`src/hdl/lmk_pkg.sv`:
```
// constants shared by the led matrix serial command and key scan block
package lmk_pkg;
    localparam int MEM_BYTES = 14;
    localparam logic [3:0] ADDR_INIT = 4'h0;
    localparam logic [3:0] ADDR_LAST = 4'hD;
    localparam logic [3:0] ADDR_TOP = 4'hF;
    localparam logic [3:0] BYTE_LAST_BIT = 4'h7;
    localparam logic [1:0] CMD_MODE = 2'h0;
    localparam logic [1:0] CMD_DATA = 2'h1;
    localparam logic [1:0] CMD_CTRL = 2'h2;
    localparam logic [1:0] CMD_ADDR = 2'h3;
    localparam logic [1:0] MODE_7G_11S = 2'h3;
    localparam logic [3:0] DATA_INIT = 4'h0;
    localparam logic [1:0] DATA_READ_KEYS = 2'h2;
    localparam logic [2:0] PW_INIT = 3'h0;
    localparam logic [2:0] GRIDS_SEVEN = 3'h7;
    localparam logic [2:0] GRIDS_SIX = 3'h6;
    localparam logic [2:0] GRID_SEVENTH = 3'h6;
    localparam logic [3:0] SUBTICK_LAST = 4'hF;
    localparam logic [3:0] KEY_SUBTICKS = 4'hA;
    localparam logic [3:0] KEY_HALF = 4'h5;
    localparam logic [5:0] KEY_BIT_LAST = 6'h27;
    localparam logic [15:0] SUB_LEN_INIT = 16'h0100;
    localparam logic [11:0] REG_TIMING = 12'h000;
    localparam logic [11:0] REG_STATUS = 12'h004;
    localparam logic [11:0] REG_KEYS_LO = 12'h008;
    localparam logic [11:0] REG_KEYS_HI = 12'h00C;
    localparam logic [1:0] RESP_OKAY = 2'h0;
    localparam logic [1:0] RESP_SLVERR = 2'h2;
endpackage

```
`src/hdl/lmk_top.sv`:
```
// led matrix serial command interpreter with display scan and key scan
// Operation
// - first byte after strobe falls is a command byte
// - strobe rising mid-byte resets receiver and discards the partial byte
// - sample data on clock rise, drive on fall, ignore clock if strobe high
// - display mode command has top bits zero; bits b2 to b5 ignored
// - mode picks eleven segments seven grids or twelve segments six grids
// - a mode change blanks display until display control switches it on
// - mode command repeating the current mode does nothing
// - power-up mode is seven grids eleven segments
// - data setting command chooses display write or key read
// - power-up clears low four bits of data setting
// - ten by three key matrix stored in readable key memory
// - key bits shift out byte after byte, b0 first, without a gap
// - top two bits of each key byte carry no key information
// - key returns latched into key storage at end of each display cycle
// - address command loads pointer; 00H to 0DH valid
// - pointer at 0EH or above discards display data
// - power-up pointer is zero
// - two bytes per grid row, seven rows, full low byte and low nibble of high byte
// - display control sets on or off and one of eight widths
// - power-up width one sixteenth, display off, key scan running
// - one key scan spans two display frames
// - first ten segment outputs drive the key matrix sources
// - successive data bytes go to incrementing addresses
module lmk_top (
    input wire logic sys_clk_i,
    input wire logic rst_i,
    input wire logic strobe_line_i,
    input wire logic shift_clk_i,
    input wire logic serial_bidir_pin_i,
    output logic serial_bidir_pin_o,
    output logic serial_bidir_pin_oe_o,
    input wire logic [2:0] key_return_inputs_i,
    output logic [9:0] segment_key_source_o,
    output logic segment_eleven_o,
    output logic segment_or_grid_output_o,
    output logic [5:0] grid_output_o,
    input wire logic [11:0] s_axi_awaddr,
    input wire logic s_axi_awvalid,
    output logic s_axi_awready,
    input wire logic [31:0] s_axi_wdata,
    input wire logic [3:0] s_axi_wstrb,
    input wire logic s_axi_wvalid,
    output logic s_axi_wready,
    output logic [1:0] s_axi_bresp,
    output logic s_axi_bvalid,
    input wire logic s_axi_bready,
    input wire logic [11:0] s_axi_araddr,
    input wire logic s_axi_arvalid,
    output logic s_axi_arready,
    output logic [31:0] s_axi_rdata,
    output logic [1:0] s_axi_rresp,
    output logic s_axi_rvalid,
    input wire logic s_axi_rready
);

    typedef struct packed {
        logic [2:0] s1;
        logic [2:0] s2;
        logic [2:0] s3;
        logic [2:0] k1;
        logic [2:0] k2;
        logic [3:0] bit_cnt;
        logic [7:0] shift;
        logic first;
        logic reading;
        logic [5:0] rd_idx;
        logic [1:0] mode;
        logic [3:0] data_cfg;
        logic on;
        logic [2:0] pw;
        logic [3:0] ptr;
        logic [13:0][7:0] mem;
        logic [39:0] keys;
        logic [39:0] shadow;
        logic [15:0] sub_len;
        logic [15:0] sub_cnt;
        logic [3:0] subtick;
        logic [2:0] slot;
        logic frame_odd;
        logic dio;
        logic dio_oe;
        logic [11:0] seg;
        logic [5:0] grid;
        logic seg_or_grid;
        logic awready;
        logic wready;
        logic aw_got;
        logic w_got;
        logic [11:0] waddr;
        logic [31:0] wdata;
        logic [3:0] wstrb;
        logic bvalid;
        logic [1:0] bresp;
        logic arready;
        logic rvalid;
        logic [31:0] rdata;
        logic [1:0] rresp;
    } lmk_state_t;

    lmk_state_t q;
    lmk_state_t n;

    // helper flags, also watched by the assertions
    logic cmd_done;
    logic [7:0] cmd_byte;
    logic frame_end;
    logic clk_fall;

    ////////////////////////////////////////////////////////////////////////
    function automatic logic [5:0] key_bit_index(input logic [3:0] src,
                                                 input logic [1:0] ret);
        return {src[3:1], 3'h0}
               + (src[0] ? 6'h03 : 6'h00) + {4'h0, ret};
    endfunction

    function automatic logic [3:0] ptr_step(input logic [3:0] p);
        return (p == lmk_pkg::ADDR_TOP) ? p : p + 4'h1;
    endfunction

    ////////////////////////////////////////////////////////////////////////
    always_comb
    begin
        logic strobe_hi;
        logic clk_rise;
        logic din;
        logic [7:0] rx;
        logic [2:0] ngrids;
        logic tick_end;
        logic slot_end;
        logic [3:0] src;
        logic [3:0] wgrid;
        logic [7:0] lo;
        logic [7:0] hi;
        logic [31:0] wval;
        strobe_hi = 1'b0;
        clk_rise = 1'b0;
        din = 1'b0;
        rx = 8'h00;
        ngrids = lmk_pkg::GRIDS_SIX;
        tick_end = 1'b0;
        slot_end = 1'b0;
        src = 4'h0;
        wgrid = 4'h0;
        lo = 8'h00;
        hi = 8'h00;
        wval = 32'h0000_0000;
        n = q;
        cmd_done = 1'b0;
        cmd_byte = 8'h00;
        frame_end = 1'b0;

        // two flops per pin before any logic looks at it
        n.s1 = {strobe_line_i, shift_clk_i, serial_bidir_pin_i};
        n.s2 = q.s1;
        n.s3 = q.s2;
        n.k1 = key_return_inputs_i;
        n.k2 = q.k1;
        strobe_hi = q.s2[2];
        clk_rise = q.s2[1] & ~q.s3[1];
        clk_fall = ~q.s2[1] & q.s3[1];
        din = q.s2[0];
        rx = {din, q.shift[7:1]};

        ////////////////////////////////////////////////////////////////////
        // serial receiver and command decode
        if (strobe_hi)
        begin
            // clock ignored; any partial byte is dropped here
            n.bit_cnt = 4'h0;
            n.first = 1'b1;
            n.reading = 1'b0;
            n.dio_oe = 1'b0;
        end
        else if (clk_rise && !q.reading)
        begin
            n.shift = rx;
            if (q.bit_cnt == lmk_pkg::BYTE_LAST_BIT)
            begin
                n.bit_cnt = 4'h0;
                if (q.first)
                begin
                    n.first = 1'b0;
                    cmd_done = 1'b1;
                    cmd_byte = rx;
                    case (rx[7:6])
                        lmk_pkg::CMD_MODE:
                        begin
                            // b2..b5 unused; same mode leaves all alone
                            if (rx[1:0] != q.mode)
                            begin
                                n.mode = rx[1:0];
                                n.on = 1'b0;
                            end
                        end
                        lmk_pkg::CMD_DATA:
                        begin
                            n.data_cfg = rx[3:0];
                            n.reading = (rx[1:0] ==
                                         lmk_pkg::DATA_READ_KEYS);
                            n.rd_idx = 6'h00;
                        end
                        lmk_pkg::CMD_CTRL:
                        begin
                            n.on = rx[3];
                            n.pw = rx[2:0];
                        end
                        lmk_pkg::CMD_ADDR:
                        begin
                            n.ptr = rx[3:0];
                        end
                        default:
                        begin
                            n.first = 1'b0;
                        end
                    endcase
                end
                else if (q.ptr <= lmk_pkg::ADDR_LAST)
                begin
                    n.mem[q.ptr] = rx;
                    n.ptr = ptr_step(q.ptr);
                end
            end
            else
            begin
                n.bit_cnt = q.bit_cnt + 4'h1;
            end
        end
        else if (clk_fall && q.reading)
        begin
            // open drain: pull low for a zero, release for a one
            n.dio_oe = ~q.keys[q.rd_idx];
            n.rd_idx = (q.rd_idx == lmk_pkg::KEY_BIT_LAST) ? 6'h00
                       : q.rd_idx + 6'h01;
        end

        ////////////////////////////////////////////////////////////////////
        // display and key scan timing
        ngrids = (q.mode == lmk_pkg::MODE_7G_11S) ? lmk_pkg::GRIDS_SEVEN
                 : lmk_pkg::GRIDS_SIX;
        tick_end = ({1'b0, q.sub_cnt} + 17'h00001) >= {1'b0, q.sub_len};
        slot_end = tick_end && (q.subtick == lmk_pkg::SUBTICK_LAST);
        frame_end = slot_end && (q.slot >= ngrids);
        n.sub_cnt = tick_end ? 16'h0000 : q.sub_cnt + 16'h0001;
        if (tick_end)
        begin
            n.subtick = q.subtick + 4'h1;
        end
        if (slot_end)
        begin
            n.slot = frame_end ? 3'h0 : q.slot + 3'h1;
        end
        if (frame_end)
        begin
            n.frame_odd = ~q.frame_odd;
            n.keys = q.shadow;
        end
        src = (q.frame_odd ? lmk_pkg::KEY_HALF : 4'h0)
              + {1'b0, q.subtick[3:1]};
        n.seg = 12'h000;
        n.grid = 6'h00;
        n.seg_or_grid = 1'b0;
        if (q.slot >= ngrids)
        begin
            // key slot keeps running even with the display off
            if (q.subtick < lmk_pkg::KEY_SUBTICKS)
            begin
                n.seg[src] = 1'b1;
                if (tick_end && q.subtick[0])
                begin
                    for (int r = 0; r < 3; r++)
                    begin
                        n.shadow[key_bit_index(src, 2'(r))] = q.k2[r];
                    end
                end
            end
        end
        else if (q.on && ({1'b0, q.subtick} < {1'b0, q.pw, 1'b1}))
        begin
            wgrid = {1'b0, q.slot};
            lo = q.mem[{wgrid[2:0], 1'b0}];
            hi = q.mem[{wgrid[2:0], 1'b1}];
            n.seg = {hi[3:0], lo};
            if (q.slot == lmk_pkg::GRID_SEVENTH)
            begin
                n.seg_or_grid = 1'b1;
            end
            else
            begin
                n.grid[q.slot] = 1'b1;
            end
            if (ngrids == lmk_pkg::GRIDS_SIX)
            begin
                n.seg_or_grid = hi[3];
            end
        end

        ////////////////////////////////////////////////////////////////////
        // axi4-lite slave
        if (s_axi_awvalid && q.awready)
        begin
            n.aw_got = 1'b1;
            n.awready = 1'b0;
            n.waddr = s_axi_awaddr;
        end
        if (s_axi_wvalid && q.wready)
        begin
            n.w_got = 1'b1;
            n.wready = 1'b0;
            n.wdata = s_axi_wdata;
            n.wstrb = s_axi_wstrb;
        end
        if (q.aw_got && q.w_got && !q.bvalid)
        begin
            n.bvalid = 1'b1;
            n.bresp = lmk_pkg::RESP_SLVERR;
            if (q.waddr == lmk_pkg::REG_TIMING)
            begin
                n.bresp = lmk_pkg::RESP_OKAY;
                wval = {16'h0000, q.sub_len};
                for (int b = 0; b < 2; b++)
                begin
                    if (q.wstrb[b])
                    begin
                        wval[b*8 +: 8] = q.wdata[b*8 +: 8];
                    end
                end
                n.sub_len = wval[15:0];
            end
        end
        if (q.bvalid && s_axi_bready)
        begin
            n.bvalid = 1'b0;
            n.aw_got = 1'b0;
            n.w_got = 1'b0;
            n.awready = 1'b1;
            n.wready = 1'b1;
        end
        if (s_axi_arvalid && q.arready)
        begin
            n.arready = 1'b0;
            n.rvalid = 1'b1;
            n.rresp = lmk_pkg::RESP_OKAY;
            case (s_axi_araddr)
                lmk_pkg::REG_TIMING: n.rdata = {16'h0000, q.sub_len};
                lmk_pkg::REG_STATUS: n.rdata = {17'h00000, q.reading,
                    q.ptr, q.data_cfg, q.mode, q.pw, q.on};
                lmk_pkg::REG_KEYS_LO: n.rdata = q.keys[31:0];
                lmk_pkg::REG_KEYS_HI: n.rdata = {24'h000000, q.keys[39:32]};
                default:
                begin
                    n.rdata = 32'h0000_0000;
                    n.rresp = lmk_pkg::RESP_SLVERR;
                end
            endcase
        end
        if (q.rvalid && s_axi_rready)
        begin
            n.rvalid = 1'b0;
            n.arready = 1'b1;
        end
    end

    ////////////////////////////////////////////////////////////////////////
    always_ff @(posedge sys_clk_i)
    begin
        if (rst_i)
        begin
            q <= '0;
            q.first <= 1'b1;
            q.mode <= lmk_pkg::MODE_7G_11S;
            q.data_cfg <= lmk_pkg::DATA_INIT;
            q.pw <= lmk_pkg::PW_INIT;
            q.on <= 1'b0;
            q.ptr <= lmk_pkg::ADDR_INIT;
            q.sub_len <= lmk_pkg::SUB_LEN_INIT;
            q.awready <= 1'b1;
            q.wready <= 1'b1;
            q.arready <= 1'b1;
        end
        else
        begin
            q <= n;
        end
    end

    assign serial_bidir_pin_o = q.dio;
    assign serial_bidir_pin_oe_o = q.dio_oe;
    assign segment_key_source_o = q.seg[9:0];
    assign segment_eleven_o = q.seg[10];
    assign segment_or_grid_output_o = q.seg_or_grid;
    assign grid_output_o = q.grid;
    assign s_axi_awready = q.awready;
    assign s_axi_wready = q.wready;
    assign s_axi_bvalid = q.bvalid;
    assign s_axi_bresp = q.bresp;
    assign s_axi_arready = q.arready;
    assign s_axi_rvalid = q.rvalid;
    assign s_axi_rdata = q.rdata;
    assign s_axi_rresp = q.rresp;

    ////////////////////////////////////////////////////////////////////////
    strobe_abort_a: assert property (
        @(posedge sys_clk_i) disable iff (rst_i)
        q.s2[2] |=> (q.bit_cnt == 4'h0) && q.first)
        else $error("strobe high did not reset the receiver");

    idle_release_a: assert property (
        @(posedge sys_clk_i) disable iff (rst_i)
        q.s2[2] |=> !serial_bidir_pin_oe_o)
        else $error("data pin driven while strobe high");

    mode_blank_a: assert property (
        @(posedge sys_clk_i) disable iff (rst_i)
        cmd_done && cmd_byte[7:6] == lmk_pkg::CMD_MODE
        && cmd_byte[1:0] != q.mode |=> !q.on ##1 grid_output_o == 6'h00)
        else $error("mode change did not blank the display");

    same_mode_a: assert property (
        @(posedge sys_clk_i) disable iff (rst_i)
        cmd_done && cmd_byte[7:6] == lmk_pkg::CMD_MODE
        && cmd_byte[1:0] == q.mode |=> $stable(q.on) && $stable(q.mode))
        else $error("repeated mode command had an effect");

    addr_load_a: assert property (
        @(posedge sys_clk_i) disable iff (rst_i)
        cmd_done && cmd_byte[7:6] == lmk_pkg::CMD_ADDR
        |=> q.ptr == $past(cmd_byte[3:0]))
        else $error("address command did not load the pointer");

    bad_addr_a: assert property (
        @(posedge sys_clk_i) disable iff (rst_i)
        q.ptr > lmk_pkg::ADDR_LAST |=> $stable(q.mem))
        else $error("display memory written at invalid address");

    off_dark_a: assert property (
        @(posedge sys_clk_i) disable iff (rst_i)
        !q.on |=> grid_output_o == 6'h00 && !segment_eleven_o)
        else $error("outputs active while display off");

    key_latch_a: assert property (
        @(posedge sys_clk_i) disable iff (rst_i)
        !frame_end |=> $stable(q.keys))
        else $error("key storage changed outside frame end");

    key_wrap_a: assert property (
        @(posedge sys_clk_i) disable iff (rst_i)
        q.reading && clk_fall && !q.s2[2]
        && q.rd_idx == lmk_pkg::KEY_BIT_LAST |=> q.rd_idx == 6'h00)
        else $error("key read did not wrap after the last bit");

    write_resp_a: assert property (
        @(posedge sys_clk_i) disable iff (rst_i)
        s_axi_bvalid |=> ($past(s_axi_bready) ? !s_axi_bvalid
        : s_axi_bvalid && $stable(s_axi_bresp)))
        else $error("write response dropped before ready");
endmodule

```
`config.mk`:
```
export PLATFORM = sky130hd
export DESIGN_NAME = lmk_top
export DESIGN_NICKNAME = d
export VERILOG_FILES = /design/src/hdl/lmk_pkg.sv /design/src/hdl/lmk_top.sv
export SDC_FILE = /design/constraint.sdc
export NUM_CORES = 1
export LEC_CHECK = 0
export ABC_AREA = 1
export BUFFER_PORTS_ARGS = -buffer_cell sky130_fd_sc_hd__buf_2
export CAP_MARGIN = 20
export CORE_MARGIN = 3
export CORE_UTILIZATION = 29
export CTS_CLUSTER_SIZE = 40
export DETAILED_ROUTE_END_ITERATION = 8
export PLACE_DENSITY = 0.56
export SYNTH_ARGS = -nofsm -noshare
export SYNTH_HDL_FRONTEND = slang
export SYNTH_SLANG_ARGS = --single-unit
export TNS_END_PERCENT = 1
```
`constraint.sdc`:
```
create_clock -name sys_clk_i -period 3.65 [get_ports sys_clk_i]
set_input_delay 0.9125 -clock sys_clk_i [delete_from_list [all_inputs] [get_ports sys_clk_i]]
set_output_delay 0.9125 -clock sys_clk_i [all_outputs]
set_load 0.02 [all_outputs]
```
# Word level (Yosys, flattened, before mapping)
# Cells that the tools add are included.
# totals
reg_bits	372
input_bits	73
out_inout_bits	61
# classes
addsub	11
magnitude_cmp	20
n_eq_ne	21
n_mux	53
bitwise_logic	10
reduce_logical	48
# ops
op	n
132-bit 2-to-1 mux	1
32-bit case mux with 4 select lines	1
40-bit bitwise mux	3
116-bit 2-to-1 mux	1
112-bit bitwise mux	1
112-bit 2-to-1 mux	1
8-bit binary-select mux with 3-bit select	2
8-bit demux with 4-bit select	1
6-bit 2-to-1 mux	5
6-bit by 7-bit less-than comparator with 1-bit output (second input constant)	4
12-bit by 4-bit equality test with 1-bit output (second input constant)	2
12-bit logical NOT	2
4-bit 2-to-1 mux	6
11-bit 2-to-1 mux	2
4-bit by 5-bit less-than comparator with 1-bit output (second input constant)	4
5-bit AND reduction	4
1-bit logical AND	19
1-bit demux with 6-bit select	3
6-bit by 1-bit greater-or-equal comparator with 1-bit output (second input constant)	3
18-bit 2-to-1 mux	1
6-bit AND reduction	3
16-bit by 1-bit adder with 17-bit output (second input constant)	1
17-bit by 16-bit greater-or-equal comparator with 1-bit output	1
16-bit by 1-bit adder with 16-bit output (second input constant)	1
other kinds (43)	91

# Longest topological paths before layout
# depth
ltp_word	11
depth_mapped	23

# Worst setup path before layout
# Ideal clock, no wire load.
# synth_path
path_type	register to register
from	register q[120] (netlist name)
to	register q[160] (netlist name)
setup_ns	0.110
arrival_time_ns	2.640
slack_ns	0.900
path_stages_with_launch	24
period_less_slack_ns	2.750
cell_sequence	dfxtp_1 -> ha_1 -> nand2_1 -> nor2_2 -> nand2_2 -> nor2_2 -> inv_1 -> nand2_1 -> inv_1 -> or2_2 -> inv_1 -> ha_1 -> nand2_1 -> inv_2 -> nand2_1 -> a21oi_1 -> o21ai_1 -> nand3_2 -> buf_6 -> buf_8 -> nand3_2 -> nand2_1 -> inv_1 -> nor2_1
# synth_via
elab_chain_len	4
# synth_rtl
item	line	text
start: declaration	lmk_top.sv:102	lmk_state_t q;
start signal: assignment	lmk_top.sv:384	q <= n;
16-bit by 1-bit adder with 17-bit output	lmk_top.sv:242	tick_end = ({1'b0, q.sub_cnt} + 17'h00001) >= {1'b0, q.sub_len};
17-bit by 16-bit greater-or-equal comparator with 1-bit output	lmk_top.sv:242	
1-bit logical AND	lmk_top.sv:270	if (tick_end && q.subtick[0])
3-bit AND reduction (no source line)	n/a	
# No other way between the ends.
# A chain may end at the register's enable or synchronous reset.

# Worst setup path in the final report
# layout_path
from	register q[120] (netlist name)
to	register q[153] (netlist name)
# Same word-level chain as after synthesis.

==> results.md <==
- Crit path to: q[153]
- Power per unit of standard cell area: 466.9 mW/mm^2
- Area delta synth->final: 13.49%
- Die Area: 0.05325 mm^2
- Clock tree from TritonCTS: yes
- Final worst path period share: 88.86%
- Syn_area_per_cell: 7.297 um^2
- Number of distinct library cells after synthesis: 49
- Final WL: 39930 um
- Final setup TNS: 0 ns
- Number of flops mapped to enable cells by yosys: 0
- H-Tree Level Count: 2
- Antenna violations before repair: 1
- Total count of max-transition violations in the final report: 0
- Clock input transition at the sequential cells of the worst setup and hold paths: 0.06 ns
- CP Data Required Time: 4.08 ns
- Post-layout instance area: 0.01663 mm^2
- Fmax achieved: 0.3083 GHz
- Fin nets: 2133
- Boundary Pins: 134
- First-pass GRT wire length: 63140 um
- Insertion delay of the later-clocked pin in the worst-skew pair: 0.54 ns
- Final weighted congestion of routability-driven global placement: 0.8830
- Count of hold-fix buffers inserted at cts: 0
- Clock skew after layout: 0.01759 ns
- Critical Path End Type: flip-flop
- Initial cell density of the core: 29.62%
- Total cell area at the placement stage: 0.01535 mm^2
- Number of buffers on the longest clock path: 3
- HPWL Detailed: 28380 um
- GRT Util Overall: 14.64%
- Via count of the first global-routing pass: 12071
- Clock tree root driver cell: sky130_fd_sc_hd__clkbuf_16
- Main flop type after synthesis: sky130_fd_sc_hd__dfxtp_1
- Maximum number of pins on one net before global-route repair: 93
- Router iterations before antenna repair: 5
- Destination of the worst register-to-register timing path: q[153]
- Drt drc: 0
- Via total after detailed routing: 12753
- Final Hold Vio Count: 0
- Worst r2r path cells: 22
- Crit path time final: 3.243 ns
- Worst relative slew slack: 35.26%
- Clock share of power: 50.5%
- Path type of the worst setup path: flip-flop to flip-flop
- Smallest hold slack: 0.3944 ns
- Mapped cell area: 0.01465 mm^2
- Num Clock Sinks: 316
- Library cell with the highest instance count after synthesis: sky130_fd_sc_hd__dfxtp_1
- Worst supply voltage drop on vdd: 0.3207 mV
- Number of clock buffers inserted by TritonCTS: 37
- Net switching component of the power: 1742 uW
- Warning count from the yosys run: 0
- Number of input and output port buffers inserted: 108
- Launch point of the critical path: q[120]
- Class of the tightest hold or removal check: flip-flop to flip-flop
- Area share of the largest cell type after synthesis: 43.18%
- RSZ-0062 raised after global routing: no
- Int Pwr: 6022 uW
- Most area-hungry cell type in the Yosys netlist: sky130_fd_sc_hd__dfxtp_1
- Gate power share: 4.0%
- Critical Path AT: 3.68 ns
- Std-Cell Rows: 81
- Count of instances resized after the clock tree is built: 0
- Result of the run: complete, no violations
- Grt ovf: 0
- Antenna diode count: 0
- Core Box Area: 0.04946 mm^2
- Number of violations of the max-capacitance limit: 0
- Remaining number of nets flagged by the antenna check after routing: 0
- Number of vias per cell after detailed routing: 4.694
- Setup-violating endpoint count in the final report: 0
- Reg-to-reg startpoint: q[120]
- Die width: 230.8 um
- Sequential fraction of the synthesis area: 43.18%
- Critical Path Source Type: flip-flop
- Average wire per cell in the routed design: 14.70 um
- Sw frac: 22.44%
- Sequential power share: 45.5%
- Largest cells by area after synthesis: sky130_fd_sc_hd__dfxtp_1 (43%), sky130_fd_sc_hd__nand2_1 (7.5%), sky130_fd_sc_hd__nor2_1 (6.9%)
- Number of setup buffers added after CTS: 0
- DRT iter0 DRCs: 777
- #FFs+latches synth: 316
- Layout cells sized above 1: 11.74%
- Vertical die dimension: 230.8 um
- Post-synthesis cell count: 2008
- Leakage: 0.006952 uW
- Total power: 7764 uW
- Slack of the worst reg-to-reg path: 0.41 ns
- Slew of the pin with the lowest slew margin: 0.9700 ns
- Most common library cells after synthesis: sky130_fd_sc_hd__dfxtp_1 (316), sky130_fd_sc_hd__nand2_1 (293), sky130_fd_sc_hd__nor2_1 (268)
- Critical path fanouts, max: 49
- Fraction of registers with async set or reset after synthesis: 0%
- Hold Path Cell Cnt: 2
## worst min-delay path by stage
stage,slack (ns),startpoint,end
global placement,0.39,n[388],n[385]
detailed placement,0.39,n[389],n[386]
global route,0.41,n[389],n[386]
CTS,0.40,n[389],n[386]
finish,0.39,n[389],n[386]
floorplan,0.39,n[387],n[384]
## state kept, by name (all words and copies together), names as in the netlist, 6 cells and up
name and count:
q 253, s_axi_rdata 28, segment_key_source_o 10, n 9, grid_output_o 6
## power groups by stage
stage	Clock, uW	Sequential [uW]	Combinational (uW)
after CTS	4040	3540	314
after global placement	0	3610	310
final	3920	3540	310
after detailed placement	0	3610	313
after floorplan	0	3610	216
after global routing	4160	3540	355
## routing by layer
metal  track usage [%]  vias up  part of all wire [%]
met1             18.37     5845                    44
met2             24.54      328                    46
met5                 0        -                 0.033
met3             2.949       92                   5.8
li1                  -     6486                     -
met4             6.062        2                   3.5
## critical path, cell delays in order (launching register included)
cell,delay [ns]
sky130_fd_sc_hd__dfxtp_1,0.39
sky130_fd_sc_hd__ha_1,0.19
sky130_fd_sc_hd__nand2_1,0.08
sky130_fd_sc_hd__nor2_2,0.17
sky130_fd_sc_hd__nand2_2,0.12
sky130_fd_sc_hd__nor2_2,0.11
sky130_fd_sc_hd__inv_1,0.06
sky130_fd_sc_hd__nand2_1,0.05
sky130_fd_sc_hd__inv_1,0.03
sky130_fd_sc_hd__or2_2,0.28
sky130_fd_sc_hd__inv_1,0.07
sky130_fd_sc_hd__ha_1,0.23
sky130_fd_sc_hd__nand2_1,0.13
sky130_fd_sc_hd__inv_2,0.03
sky130_fd_sc_hd__nand2_1,0.05
sky130_fd_sc_hd__a21oi_1,0.05
sky130_fd_sc_hd__o21ai_1,0.28
sky130_fd_sc_hd__nand3_2,0.23
sky130_fd_sc_hd__buf_12,0.24
sky130_fd_sc_hd__nand3_1,0.14
sky130_fd_sc_hd__nand2_1,0.07
sky130_fd_sc_hd__inv_1,0.05
sky130_fd_sc_hd__nor2_1,0.04
## cell families (layout without fill, tap and decap cells)
group,count (synthesis),after routing,synth area share [%]
AOI/OAI and AO/OA,431,431,15.88
other,1,7,0.02559
xor gates and xnor gates,19,19,1.136
adders and majority gates,33,33,2.818
DFF,316,316,43.18
buffers and inverters,432,471,13.25
and+or+nand+nor,776,776,23.71
## placed cells by master, fill, tap and decap left out, types with 4 or more instances in the layout
cell	instances
sky130_fd_sc_hd__nand2_1	293
sky130_fd_sc_hd__xnor2_1	5
sky130_fd_sc_hd__a21oi_1	170
sky130_fd_sc_hd__bufinv_16	6
sky130_fd_sc_hd__xor2_1	14
sky130_fd_sc_hd__clkinv_2	4
sky130_fd_sc_hd__nor2_2	7
sky130_fd_sc_hd__inv_1	266
sky130_fd_sc_hd__clkbuf_16	39
sky130_fd_sc_hd__o221ai_1	6
sky130_fd_sc_hd__nor2_4	11
sky130_fd_sc_hd__clkinv_1	7
sky130_fd_sc_hd__a211oi_1	11
sky130_fd_sc_hd__o31ai_1	6
sky130_fd_sc_hd__o21ai_1	5
sky130_fd_sc_hd__buf_2	108
sky130_fd_sc_hd__conb_1	7
sky130_fd_sc_hd__o22ai_1	29
sky130_fd_sc_hd__nand3_1	63
sky130_fd_sc_hd__nand4_1	70
sky130_fd_sc_hd__clkbuf_1	8
sky130_fd_sc_hd__buf_4	14
sky130_fd_sc_hd__inv_2	5
sky130_fd_sc_hd__nor3_1	25
sky130_fd_sc_hd__nand2_4	4
sky130_fd_sc_hd__nand3_2	11
sky130_fd_sc_hd__buf_12	4
sky130_fd_sc_hd__nor2_1	268
sky130_fd_sc_hd__ha_1	33
sky130_fd_sc_hd__nand2_2	9
sky130_fd_sc_hd__dfxtp_1	316
sky130_fd_sc_hd__o211ai_1	8
sky130_fd_sc_hd__o21ai_0	180
## final cells by class
type	instances	area, um^2
well taps	664	830.8
clock inverters	16	249.0
flip-flops and latches	316	6326
repair buffers	126	725.7
multi-input cells	1266	6407
fillers	5293	32830
clock buffers	49	1033
inverters	280	1056
## metrics by stage
stage,util [%],instances,setup WS (ns)
floorplan,-,2014,0.8995
global placement,31.03,2652,0.4564
detailed placement,31.03,2652,0.4693
CTS,33.62,2717,0.4301
global route,33.62,2717,0.1513
finish,33.62,2717,0.4067
Note: power is estimated with default switching activity, not from simulation.
